**config.mk**
```make
export PLATFORM = sky130hd
export DESIGN_NAME = mxb_ctrl
export DESIGN_NICKNAME = d
export VERILOG_FILES = /design/src/mxb_pkg.sv /design/src/mxb_ctrl.sv
export SDC_FILE = /design/constraint.sdc
export NUM_CORES = 1
export LEC_CHECK = 0
export BUFFER_PORTS_ARGS = -buffer_cell sky130_fd_sc_hd__clkbuf_2
export CAP_MARGIN = 20
export CORE_MARGIN = 1.5
export CORE_UTILIZATION = 49
export DETAILED_ROUTE_END_ITERATION = 16
export PLACE_DENSITY = 0.77
export SETUP_SLACK_MARGIN = 0.15
export SYNTH_ARGS = -nofsm -noshare
export SYNTH_HDL_FRONTEND = slang
export SYNTH_SLANG_ARGS = --single-unit
```
**constraint.sdc**
```tcl
create_clock -name i_clk -period 5 [get_ports i_clk]
set_clock_uncertainty 0.1 [all_clocks]
set_input_delay 1 -clock i_clk [delete_from_list [all_inputs] [get_ports i_clk]]
set_output_delay 1 -clock i_clk [all_outputs]
set_load 0.05 [all_outputs]
```
**src/mxb_pkg.sv**
```systemverilog
// Package for the multiplexed external bus controller.
// Assumes one system clock; all external timing is derived from it.
package mxb_pkg;
  // Register offsets (byte addresses)
  localparam logic [3:0] OFS_GEN_CTRL = 4'h0;
  localparam logic [3:0] OFS_TIMING = 4'h4;
  localparam logic [31:0] RST_GEN_CTRL = 32'h0000_0000;
  localparam logic [31:0] RST_TIMING = 32'h0000_0000;
  // General control fields
  localparam int BIT_ENABLE = 0;
  localparam int BIT_WIDTH16 = 1;
  localparam int POS_DIV = 8;
  localparam int POS_LATCH_EXT = 16;
  // Timing fields
  localparam int POS_ACC = 3;
  localparam int POS_HOLD = 8;
  localparam int POS_W_IDLE = 12;
  localparam int POS_RR_IDLE = 24;
  // Writable bit masks
  localparam logic [31:0] MASK_GEN_CTRL = 32'h0007_0703;
  localparam logic [31:0] MASK_TIMING = 32'h0f00_f7f8;
  // Window: 128 KB, 17 address bits
  localparam int WIN_ABITS = 17;
  // Fixed one-clock phases
  localparam logic [4:0] FIXED_PHASE = 5'h00;
  // Divider codes above this select the default rate
  localparam logic [2:0] DIV_MAX_CODE = 3'h5;

  // Bus controller phases
  typedef enum logic [3:0] {
    MXB_IDLE, MXB_SETUP, MXB_LATCH, MXB_LHOLD, MXB_TURN,
    MXB_STROBE, MXB_DHOLD, MXB_GAP, MXB_DONE
  } mxb_phase_e;

  // External pin group
  typedef struct packed {
    logic cs_n;
    logic ale;
    logic rd_n;
    logic wr_n;
    logic [15:0] ad_out;
    logic [15:0] ad_oe;
  } mxb_pins_s;

  // Complete state of the controller
  typedef struct packed {
    logic [31:0] gen_ctrl;
    logic [31:0] timing;
    logic [31:0] reg_rdata;
    logic reg_wait_n;
    mxb_phase_e phase;
    logic [4:0] cnt;
    logic [4:0] div_cnt;
    logic clk_en;
    logic [16:0] addr;
    logic [31:0] wdata;
    logic [31:0] rdata;
    logic [3:0] be;
    logic is_write;
    logic last_read;
    logic [1:0] part;
    logic busy;
    logic win_ack;
    mxb_pins_s pins;
  } mxb_state_s;
endpackage

```
**src/mxb_ctrl.sv**
```systemverilog
// Multiplexed external bus controller: register slave plus bus sequencer.
// Assumes synchronous Avalon-MM masters for registers and for the window.
// Notes on behaviour
// - Window hit asserts chip select, starts sequencer
// - 8-bit mode aliases device in both halves
// - 16-bit mode: all lines address and data
// - 8-bit mode: upper lines carry address while chip select is low
// - Address bits 15:0 or 16:1 by width
// - Wide requests split into several accesses
// - Pins change on bus clock edge
// - Divider codes select divide by 1 to 32
// - Chip select, one setup clock, then latch
// - Latch low, hold plus turnaround, then strobe
// - Strobe for access time, then hold time
// - Latch high equals field plus one
// - Access time 1 to 32 clocks
// - Hold time 1 to 8 clocks
// - Address during latch, then data or float
// - Controls inactive during idle cycles
// - Idle after writes and between reads of one split read
// - Width select and enable bits
// - Timing register field positions
// - Chip select high during idle cycles
//
// Added by the designer: the Avalon-MM slave port.
`timescale 1ns/100ps
module mxb_ctrl (
  input wire logic i_clk, // System clock, 100 MHz
  input wire logic i_arst_n, // Asynchronous reset, active low
  input wire logic [3:0] i_reg_address, // Register byte address
  input wire logic i_reg_read, // Register read request
  input wire logic i_reg_write, // Register write request
  input wire logic [31:0] i_reg_writedata, // Register write data
  input wire logic [3:0] i_reg_byteenable, // Register byte lanes
  output logic [31:0] o_reg_readdata, // Register read data
  output logic o_reg_waitrequest, // Register stall
  input wire logic [16:0] i_win_address, // Byte address in window
  input wire logic i_win_read, // Window read request
  input wire logic i_win_write, // Window write request
  input wire logic [31:0] i_win_writedata, // Window write data
  input wire logic [3:0] i_win_byteenable, // Window byte lanes
  output logic [31:0] o_win_readdata, // Window read data
  output logic o_win_waitrequest, // Window stall
  input wire logic [15:0] i_ad, // Shared lines, input side
  output logic [15:0] o_ad, // Shared lines, output side
  output logic [15:0] o_ad_oe, // Shared lines, drive enable
  output logic o_chip_select_n, // Chip select, active low
  output logic o_ale, // Address latch strobe
  output logic o_read_strobe_n, // Read strobe, active low
  output logic o_write_strobe_n // Write strobe, active low
);
  mxb_pkg::mxb_state_s st;
  mxb_pkg::mxb_state_s next_st;
  logic [1:0] rst_sync; // Reset release flops, own reset domain
  logic rst_n;

  // Divide ratio minus one for a divider code
  function automatic logic [4:0] div_limit(input logic [2:0] code);
    if (code > mxb_pkg::DIV_MAX_CODE) begin
      div_limit = 5'h00; // Default rate is divide by one
    end else begin
      div_limit = 5'((6'h01 << code) - 6'h01);
    end
  endfunction

  // Lowest enabled byte lane at or above a start lane
  function automatic logic [1:0] next_lane(input logic [3:0] be,
      input logic [1:0] from);
    logic [1:0] r;
    r = 2'h3;
    for (int i = 3; i >= 0; i--) begin
      if (be[i] && (2'(i) >= from)) begin
        r = 2'(i);
      end
    end
    next_lane = r;
  endfunction

  // Address pattern on the shared lines for one lane or halfword
  function automatic logic [15:0] pin_addr(input logic [16:0] addr,
      input logic w16, input logic [1:0] lane);
    if (w16) begin
      // Halfword address, system bit 0 unused
      pin_addr = {addr[16:2], lane[1]};
    end else begin
      // Byte address; bit 16 dropped so both halves alias
      pin_addr = {addr[15:8], addr[7:2], lane};
    end
  endfunction

  // Reset release through two flip-flops
  // Asserts at once, releases two edges after the pin
  always_ff @(posedge i_clk or negedge i_arst_n) begin
    if (!i_arst_n) begin
      rst_sync <= 2'h0;
    end else begin
      rst_sync <= {rst_sync[0], 1'b1};
    end
  end
  // Only the second flop feeds the design
  assign rst_n = rst_sync[1];

  // Next state of everything but the reset synchroniser
  always_comb begin
    logic en;
    logic w16;
    logic hit_last;
    logic [4:0] lat;
    logic [4:0] acc;
    logic [4:0] hld;
    logic [4:0] idl;
    logic [1:0] lane;
    logic [31:0] wmask;
    en = 1'b0;
    w16 = 1'b0;
    hit_last = 1'b0;
    lat = 5'h00;
    acc = 5'h00;
    hld = 5'h00;
    idl = 5'h00;
    lane = 2'h0;
    wmask = 32'h0;
    next_st = st;
    en = st.gen_ctrl[mxb_pkg::BIT_ENABLE];
    w16 = st.gen_ctrl[mxb_pkg::BIT_WIDTH16];
    lat = {2'b00, st.gen_ctrl[mxb_pkg::POS_LATCH_EXT +: 3]};
    acc = st.timing[mxb_pkg::POS_ACC +: 5];
    hld = {2'b00, st.timing[mxb_pkg::POS_HOLD +: 3]};

    // Bus clock enable from the divider
    next_st.clk_en = 1'b0;
    if (st.div_cnt >= div_limit(st.gen_ctrl[mxb_pkg::POS_DIV +: 3])) begin
      next_st.div_cnt = 5'h00;
      next_st.clk_en = 1'b1;
    end else begin
      next_st.div_cnt = st.div_cnt + 5'h01;
    end

    // Register slave: one wait cycle, answer on the second
    for (int b = 0; b < 4; b++) begin
      wmask[b*8 +: 8] = {8{i_reg_byteenable[b]}};
    end
    // Answer flag blocks a second take of the same request
    next_st.reg_wait_n = 1'b0;
    if ((i_reg_read || i_reg_write) && !st.reg_wait_n) begin
      next_st.reg_wait_n = 1'b1;
      if (i_reg_address == mxb_pkg::OFS_GEN_CTRL) begin
        next_st.reg_rdata = st.gen_ctrl;
        if (i_reg_write) begin
          next_st.gen_ctrl = (st.gen_ctrl & ~(wmask & mxb_pkg::MASK_GEN_CTRL))
            | (i_reg_writedata & wmask & mxb_pkg::MASK_GEN_CTRL);
        end
      end else if (i_reg_address == mxb_pkg::OFS_TIMING) begin
        next_st.reg_rdata = st.timing;
        if (i_reg_write) begin
          next_st.timing = (st.timing & ~(wmask & mxb_pkg::MASK_TIMING))
            | (i_reg_writedata & wmask & mxb_pkg::MASK_TIMING);
        end
      end else begin
        next_st.reg_rdata = 32'h0; // Unmapped reads as zero
      end
    end

    // Window answer is a single-cycle acknowledge
    next_st.win_ack = 1'b0;
    lane = st.part;
    // Does the current part end the request?
    if (w16) begin
      hit_last = (st.part[1] == 1'b1) || !(|st.be[3:2]);
    end else begin
      // Last byte when no enabled lane lies above this one
      hit_last = ((st.be >> st.part) <= 4'h1);
    end

    // Bus sequencer, advanced only on bus clock enables
    if (!st.busy) begin
      if ((i_win_read || i_win_write) && !st.win_ack) begin
        if (!en) begin
          next_st.win_ack = 1'b1; // refused, answer with zero
          next_st.rdata = 32'h0;
        end else begin
          next_st.busy = 1'b1;
          next_st.addr = i_win_address;
          next_st.wdata = i_win_writedata;
          next_st.be = (i_win_byteenable == 4'h0) ? 4'hf : i_win_byteenable;
          next_st.is_write = i_win_write;
          next_st.rdata = 32'h0;
          next_st.phase = mxb_pkg::MXB_IDLE;
          next_st.part = 2'h0;
        end
      end
    end else if (st.clk_en) begin
      next_st.cnt = st.cnt + 5'h01;
      case (st.phase)
        mxb_pkg::MXB_IDLE: begin
          // Pick first lane or halfword of this request
          if (w16) begin
            next_st.part = (|st.be[1:0]) ? 2'h0 : 2'h2;
          end else begin
            next_st.part = next_lane(st.be, 2'h0);
          end
          next_st.phase = mxb_pkg::MXB_SETUP;
          next_st.cnt = 5'h00;
          next_st.pins.cs_n = 1'b0;
          // Address stands through the setup clock
          next_st.pins.ad_out = pin_addr(st.addr, w16, next_st.part);
          next_st.pins.ad_oe = 16'hffff;
        end
        mxb_pkg::MXB_SETUP: begin
          next_st.pins.ad_out = pin_addr(st.addr, w16, lane);
          next_st.pins.ad_oe = 16'hffff;
          if (st.cnt >= mxb_pkg::FIXED_PHASE) begin
            next_st.phase = mxb_pkg::MXB_LATCH;
            next_st.pins.ale = 1'b1;
            next_st.cnt = 5'h00;
          end
        end
        mxb_pkg::MXB_LATCH: begin
          if (st.cnt >= lat) begin
            next_st.phase = mxb_pkg::MXB_LHOLD;
            next_st.pins.ale = 1'b0;
            next_st.cnt = 5'h00;
          end
        end
        mxb_pkg::MXB_LHOLD: begin
          next_st.phase = mxb_pkg::MXB_TURN;
          next_st.cnt = 5'h00;
          // float or drive write data after the latch
          next_st.pins.ad_oe = w16 ? 16'h0000 : 16'hff00;
          if (st.is_write) begin
            next_st.pins.ad_oe = 16'hffff;
            if (w16) begin
              next_st.pins.ad_out = lane[1] ? st.wdata[31:16]
                : st.wdata[15:0];
            end else begin
              next_st.pins.ad_out[7:0] = st.wdata[lane*8 +: 8];
            end
          end
        end
        mxb_pkg::MXB_TURN: begin
          next_st.phase = mxb_pkg::MXB_STROBE;
          next_st.cnt = 5'h00;
          next_st.pins.rd_n = st.is_write;
          next_st.pins.wr_n = !st.is_write;
        end
        mxb_pkg::MXB_STROBE: begin
          if (st.cnt >= acc) begin
            next_st.phase = mxb_pkg::MXB_DHOLD;
            next_st.pins.rd_n = 1'b1;
            next_st.pins.wr_n = 1'b1;
            next_st.cnt = 5'h00;
            if (!st.is_write) begin
              if (w16) begin
                next_st.rdata[lane[1]*16 +: 16] = i_ad;
              end else begin
                next_st.rdata[lane*8 +: 8] = i_ad[7:0];
              end
            end
          end
        end
        mxb_pkg::MXB_DHOLD: begin
          if (st.cnt >= hld) begin
            next_st.pins.cs_n = 1'b1;
            next_st.pins.ad_oe = 16'h0000;
            next_st.cnt = 5'h00;
            next_st.phase = hit_last ? mxb_pkg::MXB_DONE : mxb_pkg::MXB_GAP;
            next_st.last_read = !st.is_write;
            if (!hit_last) begin
              next_st.part = w16 ? 2'h2 : next_lane(st.be, st.part + 2'h1);
            end
          end
        end
        mxb_pkg::MXB_GAP: begin
          // idle after writes, or between reads of a split read
          idl = st.is_write ? {1'b0, st.timing[mxb_pkg::POS_W_IDLE +: 4]}
            : {1'b0, st.timing[mxb_pkg::POS_RR_IDLE +: 4]};
          if (st.cnt >= idl) begin
            next_st.phase = mxb_pkg::MXB_SETUP;
            next_st.pins.cs_n = 1'b0;
            next_st.pins.ad_out = pin_addr(st.addr, w16, lane);
            next_st.pins.ad_oe = 16'hffff;
            next_st.cnt = 5'h00;
          end
        end
        mxb_pkg::MXB_DONE: begin
          // controls stay inactive through write idle
          idl = st.is_write ? {1'b0, st.timing[mxb_pkg::POS_W_IDLE +: 4]}
            : 5'h00;
          if (st.cnt >= idl) begin
            next_st.busy = 1'b0;
            next_st.win_ack = 1'b1;
            next_st.phase = mxb_pkg::MXB_IDLE;
          end
        end
        default: begin
          next_st.phase = mxb_pkg::MXB_IDLE;
        end
      endcase
    end

    // disabling mid-access forces the pins inactive
    if (!en) begin
      next_st.pins.cs_n = 1'b1;
      next_st.pins.ale = 1'b0;
      next_st.pins.rd_n = 1'b1;
      next_st.pins.wr_n = 1'b1;
      next_st.pins.ad_oe = 16'h0000;
      // An access in flight is cut short and answered
      if (st.busy) begin
        next_st.busy = 1'b0;
        next_st.win_ack = 1'b1;
        next_st.phase = mxb_pkg::MXB_IDLE;
      end
    end
  end

  // State register on the synchronised reset
  always_ff @(posedge i_clk or negedge rst_n) begin
    if (!rst_n) begin
      st.gen_ctrl <= mxb_pkg::RST_GEN_CTRL;
      st.timing <= mxb_pkg::RST_TIMING;
      st.reg_rdata <= 32'h0;
      st.reg_wait_n <= 1'b0;
      st.phase <= mxb_pkg::MXB_IDLE;
      st.cnt <= 5'h00;
      st.div_cnt <= 5'h00;
      st.clk_en <= 1'b0;
      st.addr <= 17'h0;
      st.wdata <= 32'h0;
      st.rdata <= 32'h0;
      st.be <= 4'h0;
      st.is_write <= 1'b0;
      st.last_read <= 1'b0;
      st.part <= 2'h0;
      st.busy <= 1'b0;
      st.win_ack <= 1'b0;
      st.pins <= '{cs_n: 1'b1, ale: 1'b0, rd_n: 1'b1, wr_n: 1'b1,
        ad_out: 16'h0000, ad_oe: 16'h0000};
    end else begin
      st.gen_ctrl <= next_st.gen_ctrl;
      st.timing <= next_st.timing;
      st.reg_rdata <= next_st.reg_rdata;
      st.reg_wait_n <= next_st.reg_wait_n;
      st.phase <= next_st.phase;
      st.cnt <= next_st.cnt;
      st.div_cnt <= next_st.div_cnt;
      st.clk_en <= next_st.clk_en;
      st.addr <= next_st.addr;
      st.wdata <= next_st.wdata;
      st.rdata <= next_st.rdata;
      st.be <= next_st.be;
      st.is_write <= next_st.is_write;
      st.last_read <= next_st.last_read;
      st.part <= next_st.part;
      st.busy <= next_st.busy;
      st.win_ack <= next_st.win_ack;
      st.pins <= next_st.pins;
    end
  end

  // Outputs straight from flip-flops
  assign o_reg_readdata = st.reg_rdata;
  assign o_reg_waitrequest = !st.reg_wait_n;
  assign o_win_readdata = st.rdata;
  assign o_win_waitrequest = !st.win_ack;
  assign o_ad = st.pins.ad_out;
  assign o_ad_oe = st.pins.ad_oe;
  assign o_chip_select_n = st.pins.cs_n;
  assign o_ale = st.pins.ale;
  assign o_read_strobe_n = st.pins.rd_n;
  assign o_write_strobe_n = st.pins.wr_n;
endmodule // mxb_ctrl

```
==> results of run 1 <==
## per-stage QoR
step	util	instance area, um^2	total power [mW]	setup slack [ns]	instances
3_5_place_dp	0.525	9830	4.11	1.92	1172
3_3_place_gp	0.525	9820	4.04	1.96	1171
5_1_grt	0.557	10400	5.70	1.66	1205
6_report	0.557	10400	5.40	1.87	1205
4_1_cts	0.557	10400	5.44	1.89	1204
2_1_floorplan	-	9390	3.77	2.04	874
## kinds of logic (layout without fill, tap and decap cells)
| logic type | Yosys count | after routing | share of synthesized area |
|---|---|---|---|
| other | 2 | 12 | 0.000803 |
| adder cells (fa/ha/maj) | 33 | 33 | 0.0442 |
| buffers and inverters | 160 | 257 | 0.105 |
| XOR/XNOR | 5 | 5 | 0.00468 |
| multiplexers | 98 | 98 | 0.125 |
| flip-flops | 173 | 173 | 0.463 |
| AO/OA/AOI/OAI | 201 | 201 | 0.157 |
| AND/OR/NAND/NOR | 192 | 192 | 0.100 |
## cell type report
class                   instances  area (um^2)
repair buffers                201         1040
clock buffers                  18          429
multi-input cells             541         4080
inverters                      24         90.1
clock inverters                14          155
flip-flops and latches        173         4340
well taps                     234          293
fillers                      1610         8290
## final timing paths
kind                              from           to  cells after the start
min                           i_arst_n  rst_sync[0]                      1
min reg2reg                rst_sync[0]  rst_sync[1]                      0
max reg2reg                     st[41]      st[137]                     10
min in group i_clk         rst_sync[0]  rst_sync[1]                      0
max                             st[41]      st[137]                     10
max in group asynchronous  rst_sync[1]       st[36]                      1
## report_power, final
part | leakage (nW) | total (mW) | internal [mW] | switching (mW)
sequential | 2.22 | 2.13 | 1.80 | 0.323
clock | 0.282 | 1.32 | 0.744 | 0.575
combinational | 2.42 | 1.95 | 0.735 | 1.22
total | 4.92 | 5.40 | 3.28 | 2.12
## cells in the final DEF, fill, tap and decap left out, drive strengths merged, types with 6 or more instances in the layout
cell type | Yosys | layout
o21ai | 37 | 37
o221a | 8 | 8
nand2b | 11 | 11
ha | 33 | 33
a22o | 35 | 35
clkbuf | 24 | 210
mux2 | 72 | 72
dfrtp | 170 | 170
conb | 2 | 12
inv | 24 | 29
and2 | 6 | 6
a21oi | 38 | 38
nand3 | 17 | 17
a22oi | 24 | 24
mux4 | 8 | 8
nor2b | 6 | 6
nand2 | 45 | 45
a21boi | 6 | 6
buf | 112 | 9
nor3 | 18 | 18
nor2 | 61 | 61
a31oi | 12 | 12
mux2i | 18 | 18
o22a | 8 | 8
## routing by layer
metal,vias to the layer above,track usage,share of wire
li1,3215,-,-
met1,3317,0.275,0.44
met2,206,0.338,0.48
met3,32,0.0594,0.060
met4,0,0.0647,0.020
met5,-,0,0
==> run summary, run 1 <==
outcome - finished clean
unrepaired setup endpoints after global routing - false
via count - 6770
most repeated cell in the gate-level netlist after synthesis - sky130_fd_sc_hd__dfrtp_1
wire length of the first global-routing pass - 32900 um
Max H-tree Level - 4
crit path time final - 3.13 ns
Synthesis Warnings - 0
vias in the first global route - 6475
cell type contributing the most total cell area after synthesis - sky130_fd_sc_hd__dfrtp_1
fraction of final layout cells sized beyond drive strength 1 - 0.346
final routed DRC violation total - 0
clock-pin slew reported for the worst setup and hold paths after clock tree synthesis - 0.07 ns
final critical-path share of the clock period - 0.626
CP Class - register to register
synthesized area per cell - 10.8 um^2
sum of negative setup slack - 0 ns
peak supply drop - 267 uV
y dimension of the die - 141 um
post-route antenna net violation count - 0
Leakage Power - 4.92 nW
fmax - 320 MHz
cells traversed along the worst timing path - buf_4 > and2_1 > a21o_1 > ha_1 > nand2b_1 > a211oi_1 > o21bai_1 > or3b_1 > nor3_1 > o32ai_1
CP Launch Type - register
commonest register cell after synthesis - sky130_fd_sc_hd__dfrtp_1
antenna diode instance count - 0
Sinks on Clock Net - 173
Max transition margin - 0.316
width of the chip - 141 um
count of TritonRoute iterations in the first routing pass - 5
die outline area - 19900 um^2
number of synthesized register bits - 173
delay of the slowest cell on the worst path - 0.47 ns
Resized cells post-CTS - 0
aggregate global routing overflow - 0
Post-CTS Hold Fix Bufs - 0
buffer count from post-CTS setup fixing - 0
most instantiated cells after synthesis - 170 x sky130_fd_sc_hd__dfrtp_1, 97 x sky130_fd_sc_hd__buf_4, 72 x sky130_fd_sc_hd__mux2_2, 61 x sky130_fd_sc_hd__nor2_1, 44 x sky130_fd_sc_hd__nand2_1
count of boundary I/O pins - 217
Routed WL - 20600 um
data required time at the worst endpoint - 5.19 ns
class of the tightest hold or removal check - input port to async pin
share of async-settable or async-resettable flops after synthesis - 1.00
cell with the largest stage delay on the worst path - sky130_fd_sc_hd__or3b_1
post-DR vias/cell - 5.62
initial cell density of the core - 0.500
signal arrival time at the worst endpoint - 3.31 ns
combined area of all synthesized cells - 9350 um^2
CTS Root Buffer Type - sky130_fd_sc_hd__clkbuf_16
count of cell types in the netlist - 67
number of failing setup endpoints in the final timing report - 0
final number of hold-violating endpoints - 0
Worst Setup End Kind - register
DP Wirelength - 14900 um
Post-layout nets - 1106
MaxCap Viol Count - 0
average detailed-routed wire length per instance - 17.1 um
Core Footprint - 18700 um^2
Cell Rows - 50
Max Fanout on Critical Path - 26
Iteration-0 DRC Markers - 331
register-to-register path setup slack - 1.87 ns
CTS tree - built
Seq/Total Area, Yosys - 0.463
number of buffer cells added on primary ports - 192
Worst Path Buf+Inv - 1
maximum number of pins on one net before global-route repair - 172
clock latency on the worst-skew pair - 0.43 ns
number of antenna violations at the first check in global routing - 0
Slew Limit Fails - 0
worst-margin pin slew - 1.02 ns
global placer's final weighted congestion - 0.878
area growth from synthesis to final layout - 11.4%
power density cells - 518 nW/um^2
Num CTS Buffers - 17
cell family with most CP delay - simple AND/OR/NAND/NOR gates
global-route usage over all layers - 0.209
top post-synthesis cells by area - sky130_fd_sc_hd__dfrtp_1 45%, sky130_fd_sc_hd__mux2_2 8.7%, sky130_fd_sc_hd__buf_4 7.8%
number of synthesized flops with an enable pin - 0
clock buffer depth - 2
Hold WS - 0.250 ns
number of standard cells after synthesis - 864
top cell type's share of synthesized area - 0.455
Note: power is estimated with default switching activity, not from simulation.
==> run 2, diff against run 1 <==
Settings changed: CORE_UTILIZATION 49 to 55, PLACE_DENSITY 0.77 to 0.81.
Clock period 5 ns to 2.9 ns, I/O delays scaled along.
==> run 2 against run 1 <==
Final cell count increased by 0.75%. Worst setup slack got worse by 1.6 ns. Core utilization increased by 8.3 points. Critical path depth unchanged. Clock-buffer cell count unchanged. Sequential share of layout area decreased by 0.75 points. Clock power increased by 70%. Highest routed layer is now met5.
==> run summary, run 2 (synthesized netlist as in run 1, its figures left out) <==
most frequent standard cell in the layout excluding fill and tap cells - sky130_fd_sc_hd__clkbuf_2
die outline area - 17800 um^2 (-11%)
design internal power - 5.68 mW (+73%)
aggregate global routing overflow - 0 (unchanged)
global placer's final weighted congestion - 0.939 (+6.9%)
switching power as a share of total power - 0.397 (+0.00486)
maximum number of pins on one net before global-route repair - 61 (-65%)
unrepaired setup endpoints after global routing - false
CP Launch Type - register
y dimension of the die - 133 um (-5.5%)
CTS tree - built
final critical-path share of the clock period - 0.893 (+0.267)
width of the chip - 133 um (-5.5%)
Leakage Power - 5.05 nW (+2.6%)
Cell Area, Placed - 10000 um^2 (+1.8%)
post-route antenna net violation count - 0 (unchanged)
signal arrival time at the worst endpoint - 2.80 ns (-0.51 ns)
clock-pin slew reported for the worst setup and hold paths after clock tree synthesis - 0.07 ns (about the same)
Seq pwr share - 0.391 (-0.003)
worst-margin pin slew - 0.733 ns (-0.290 ns)
Max Fanout on Critical Path - 6 (-77%)
area growth from synthesis to final layout - 13.5%
final number of hold-violating endpoints - 0 (unchanged)
average detailed-routed wire length per instance - 17.1 um (-0.11%)
depth of the worst register-to-register path - 10 (unchanged)
Num CTS Buffers - 17 (unchanged)
number of antenna violations at the first check in global routing - 1 (+1)
switching power - 3.74 mW (+77%)
Filler cells - 1304 (-19%)
CP Class - register to register
endpoint of the lowest-slack register-to-register path - st[130]
post-DR vias/cell - 5.65 (+0.64%)
Iteration-0 DRC Markers - 506 (+53%)
clock buffer depth - 2 (unchanged)
count of TritonRoute iterations in the first routing pass - 5 (unchanged)
antenna diode instance count - 0 (unchanged)
Worst Setup End Kind - register
portion of total power attributed to combinational logic - 0.370 (+0.008)
Slew Limit Fails - 0 (unchanged)
clock latency on the worst-skew pair - 0.43 ns (about the same)
power density cells - 887 nW/um^2 (+71%)
CTS Root Buffer Type - sky130_fd_sc_hd__clkbuf_16
clock network fraction of total power - 0.239 (-0.005)
wire length of the first global-routing pass - 33400 um (+1.5%)
fraction of final layout cells sized beyond drive strength 1 - 0.364 (+0.0182)
finished layout cell area - 10600 um^2 (+1.9%)
MaxCap Viol Count - 0 (unchanged)
most frequent cells in the layout - 192 x sky130_fd_sc_hd__clkbuf_2, 168 x sky130_fd_sc_hd__dfrtp_1, 72 x sky130_fd_sc_hd__mux2_2
number of buffer cells added on primary ports - 192 (unchanged)
final routed DRC violation total - 0 (unchanged)
Sinks on Clock Net - 173 (unchanged)
outcome - finished clean
global-route usage over all layers - 0.238 (+0.0285)
capturing element of the worst setup path - st[130]
Max H-tree Level - 4 (unchanged)
initial cell density of the core - 0.564 (+0.0640)
fmax - 386 MHz (+21%)
peak supply drop - 534 uV (+100%)
sum of negative setup slack - 0 ns (unchanged)
via count - 6864 (+1.4%)
Max transition margin - 0.512 (+0.195)
vias in the first global route - 6536 (+0.94%)
count of boundary I/O pins - 217 (unchanged)
DP Wirelength - 15100 um (+1.4%)
Hold WS - 0.257 ns (+0.00616 ns)
Post-layout nets - 1129 (+2.1%)
crit path time final - 2.59 ns (-0.539 ns)
data required time at the worst endpoint - 3.11 ns (-2.08 ns)
Core Footprint - 16600 um^2 (-11%)
Tot Pwr - 9.41 mW (+74%)
Routed WL - 20700 um (+0.64%)
number of failing setup endpoints in the final timing report - 0 (unchanged)
class of the tightest hold or removal check - register to register
register-to-register path setup slack - 0.31 ns (-1.56 ns)
Cell Rows - 47 (-6.0%)
-- run 2: repair_timing --
| item | in CTS | in global routing |
|---|---|---|
| endpoints found under the hold margin | 2 | 0 |
| cloned | 0 | 0 |
| setup buffers | 0 | 1 |
| gates resized for setup | 1 | 4 |
| setup endpoints to repair | 5 | 8 |
| pin swaps | 0 | 1 |
| hold buffers | 1 | 0 |
-- run 2: worst min path at each step --
| stage | start | to | slack, ns | cells past startpoint |
|---|---|---|---|---|
| floorplan | i_arst_n | rst_sync[0] | 0.18 | 0 |
| global placement | rst_sync[0] | rst_sync[1] | 0.24 | 0 |
| detailed placement | rst_sync[0] | rst_sync[1] | 0.25 | 0 |
| CTS | i_win_writedata[11] | st[89] | 0.26 | 2 |
| global route | i_win_address[10] | st[120] | 0.26 | 2 |
| finish | rst_sync[0] | rst_sync[1] | 0.26 | 0 |
-- run 2: power by group through the flow --
stage               Clock (mW)  Sequential (mW)  Combinational [mW]
global placement             0             3.68                3.35
floorplan                    0             3.53                2.96
CTS                       2.29             3.68                3.47
finish                    2.25             3.68                3.48
global route              2.38             3.78                3.75
detailed placement           0             3.72                3.44
-- run 2: critical path, cell delays in order (launching register included) --
cell and delay, ns:
sky130_fd_sc_hd__dfrtp_2 0.43, sky130_fd_sc_hd__or3_4 0.38, sky130_fd_sc_hd__ha_2 0.21, sky130_fd_sc_hd__or3_1 0.31, sky130_fd_sc_hd__a21oi_1 0.13, sky130_fd_sc_hd__a21oi_1 0.06
sky130_fd_sc_hd__ha_1 0.28, sky130_fd_sc_hd__nor2b_1 0.12, sky130_fd_sc_hd__o21ai_0 0.10, sky130_fd_sc_hd__a21oi_2 0.29, sky130_fd_sc_hd__nor2_1 0.08
-- run 2: per-layer routing --
| layer | track usage | up-vias | share of wire |
|---|---|---|---|
| li1 | - | 3253 | - |
| met1 | 0.314 | 3319 | 0.43 |
| met3 | 0.0620 | 33 | 0.070 |
| met2 | 0.383 | 257 | 0.48 |
| met4 | 0.0839 | 2 | 0.020 |
| met5 | 0 | - | 0.00053 |
-- run 2: cell type report --
cell class	count	area [um^2]	share of cell area
clock inverter	14	146	0.0138
tap	220	275	0.0259
sequential	173	4340	0.409
inverter	24	90.1	0.00849
timing repair buffer	224	1240	0.117
multi-input combinational	541	4090	0.386
clock buffer	18	429	0.0404
-- run 2: stage by stage --
stage / setup slack [ns] / cells / util
global placement: 0.230 / 1180 / 0.603
global route: 0.150 / 1214 / 0.640
finish: 0.311 / 1214 / 0.640
floorplan: 0.153 / 874 / -
detailed placement: 0.126 / 1180 / 0.603
CTS: 0.250 / 1213 / 0.639
==> run 3, diff against run 2 <==
Settings changed: CORE_ASPECT_RATIO set to 1.2.
==> run 3 against run 2 <==
Total power rose by 0.33%. Sequential power is essentially flat. Critical path depth shrank 1. Largest cell class unchanged. Largest power group unchanged. First-iteration DRC count down 38%. Core utilization decreased by 0.66 points. Fmax shrank 2.2%. Via count increased by 0.66%. Final cell count unchanged. Sequential share of layout area down 0.061 points. Routed wire length increased by 0.53%.
==> run summary, run 3 (synthesized netlist as in run 1, its figures left out) <==
register-to-register path setup slack - 0.25 ns (-0.06 ns)
switching power as a share of total power - 0.389 (-0.00832)
fraction of final layout cells sized beyond drive strength 1 - 0.370 (+0.00555)
grt met3 use - 0.0529 (-0.00912)
MaxCap Viol Count - 0 (unchanged)
Sinks on Clock Net - 173 (unchanged)
number of failing setup endpoints in the final timing report - 0 (unchanged)
count of TritonRoute iterations in the first routing pass - 5 (unchanged)
post-DR vias/cell - 5.69 (+0.66%)
capture endpoint of the worst hold path - rst_sync[1]
multi-input gate area in the final layout - 4100 um^2 (+0.12%)
Num CTS Buffers - 17 (unchanged)
wire length of the first global-routing pass - 33300 um (-0.23%)
start of the worst register-to-register path - st[41]
GR peak layer - met2
CP Class - register to register
global placer's final weighted congestion - 0.914 (-2.6%)
startpoint of the worst hold path - rst_sync[0]
Worst Setup End Kind - register
outcome - finished clean
count of boundary I/O pins - 217 (unchanged)
crit path time final - 2.65 ns (+0.0587 ns)
antenna diode instance count - 0 (unchanged)
CTS Root Buffer Type - sky130_fd_sc_hd__clkbuf_16
Post-layout nets - 1133 (+0.35%)
area growth from synthesis to final layout - 13.7%
sum of negative setup slack - 0 ns (unchanged)
clock-pin slew reported for the worst setup and hold paths after clock tree synthesis - 0.07 ns (about the same)
switching power - 3.67 mW (-1.8%)
final routed DRC violation total - 0 (unchanged)
signal arrival time at the worst endpoint - 2.91 ns (+0.11 ns)
portion of total power attributed to combinational logic - 0.368 (-0.002)
worst-margin pin slew - 0.732 ns (-0.000736 ns)
initial cell density of the core - 0.557 (-0.00681)
Core Footprint - 16800 um^2 (+1.2%)
cell with the largest stage delay on the worst path - sky130_fd_sc_hd__dfrtp_2
class of the tightest hold or removal check - register to register
Worst Path Buf+Inv - 1 (+1)
CP Launch Type - register
cells traversed along the worst timing path - clkinvlp_4 > a21o_1 > ha_1 > nand2b_1 > a211oi_1 > o21bai_1 > or3b_1 > or3_1 > a21boi_1
width of the chip - 122 um (-8.5%)
depth of the worst register-to-register path - 9 (-1)
cell depth of the worst hold path - 0 (unchanged)
fmax - 378 MHz (-2.2%)
average detailed-routed wire length per instance - 17.1 um (+0.53%)
clock buffer depth - 2 (unchanged)
Hold WS - 0.264 ns (+0.00739 ns)
Max Fanout on Critical Path - 6 (unchanged)
delay of the slowest cell on the worst path - 0.46 ns (+0.03 ns)
vias in the first global route - 6633 (+1.5%)
y dimension of the die - 146 um (+9.3%)
maximum number of pins on one net before global-route repair - 74 (+21%)
die outline area - 17800 um^2 (about the same)
clock network fraction of total power - 0.240 (about the same)
most frequent standard cell in the layout excluding fill and tap cells - sky130_fd_sc_hd__clkbuf_2
DP Wirelength - 15300 um (+0.98%)
Register Area - 4340 um^2 (about the same)
Leakage Power - 5.05 nW (about the same)
Tot Pwr - 9.44 mW (+0.33%)
Routed WL - 20800 um (+0.53%)
final critical-path share of the clock period - 0.913 (+0.0202)
global-route usage over all layers - 0.240 (+0.00153)
peak supply drop - 485 uV (-9.2%)
design internal power - 5.77 mW (+1.7%)
clock latency on the worst-skew pair - 0.43 ns (about the same)
number of buffer cells added on primary ports - 192 (unchanged)
Filler cells - 1320 (+1.2%)
number of antenna violations at the first check in global routing - 0 (-1)
unrepaired setup endpoints after global routing - false
Cell Rows - 52 (+11%)
power density cells - 888 nW/um^2 (+0.15%)
via count - 6909 (+0.66%)
finished layout cell area - 10600 um^2 (+0.18%)
met1 layer usage reported by global route - 0.290 (-0.0238)
logic depth of the worst setup path including buffers - 9 (-1)
endpoint of the lowest-slack register-to-register path - o_ad_oe[14]
Iteration-0 DRC Markers - 312 (-38%)
Seq pwr share - 0.392 (about the same)
CTS tree - built
post-route antenna net violation count - 0 (unchanged)
Max H-tree Level - 4 (unchanged)
Max transition margin - 0.512 (about the same)
data required time at the worst endpoint - 3.16 ns (+0.05 ns)
final number of hold-violating endpoints - 0 (unchanged)
aggregate global routing overflow - 0 (unchanged)
cell family with most CP delay - simple AND/OR/NAND/NOR gates
Slew Limit Fails - 0 (unchanged)
most frequent cells in the layout - 192 x sky130_fd_sc_hd__clkbuf_2, 167 x sky130_fd_sc_hd__dfrtp_1, 72 x sky130_fd_sc_hd__mux2_2
Cell Area, Placed - 9960 um^2 (-0.38%)
global-route track usage on met2 - 0.411 (+0.0287)
## run 3: cell types whose count changed in the layout (fill, tap and decap cells not counted), moves of 2 or more
cell / change
sky130_fd_sc_hd__nor3_2: +2
sky130_fd_sc_hd__buf_4: +6
sky130_fd_sc_hd__buf_12: -2
sky130_fd_sc_hd__inv_8: -4
sky130_fd_sc_hd__clkinvlp_4: +4
## run 3: layer usage
metal | part of all wire | wire length, um
met3 | 0.051 | 1070
met5 | 0 | 0
met4 | 0.025 | 520
met1 | 0.41 | 8510
met2 | 0.51 | 10700
## run 3: cell type report
cell class	instances	area share
multi-input combinational	541	0.386
sequential	173	0.408
inverter	24	0.00883
timing repair buffer	228	0.117
clock inverter	15	0.0149
tap	216	0.0254
clock buffer	17	0.0400
## run 3: worst max-delay path by stage
stage             start           to  slack [ns]
2_1_floorplan    st[41]  o_ad_oe[14]        0.15
3_3_place_gp     st[41]     o_ad[14]        0.21
3_5_place_dp     st[41]     o_ad[11]        0.17
4_1_cts        register      st[131]        0.17
5_1_grt          st[41]     o_ad[13]        0.15
6_report         st[41]  o_ad_oe[14]        0.25
## run 3: power by group through the flow
stage,sequential (mW),clock (mW),combinational [mW]
2_1_floorplan,3.53,0,2.96
3_3_place_gp,3.69,0,3.32
3_5_place_dp,3.74,0,3.40
4_1_cts,3.70,2.31,3.42
5_1_grt,3.81,2.40,3.77
6_report,3.70,2.27,3.48
## run 3: timing repair
| item | 4_1_cts | 5_1_grt |
|---|---|---|
| pin swaps | 0 | 1 |
| hold buffers | 1 | 0 |
| gates resized for setup | 1 | 6 |
| hold endpoints to repair | 2 | 0 |
| setup endpoints to repair | 8 | 28 |
| setup buffers | 0 | 6 |
## run 3: metrics by stage
step                instances  setup slack [ns]  utilization
floorplan                 874             0.153            -
global placement         1175             0.212        0.594
detailed placement       1175             0.167        0.594
CTS                      1208             0.167        0.629
global route             1214             0.148        0.633
finish                   1214             0.252        0.633
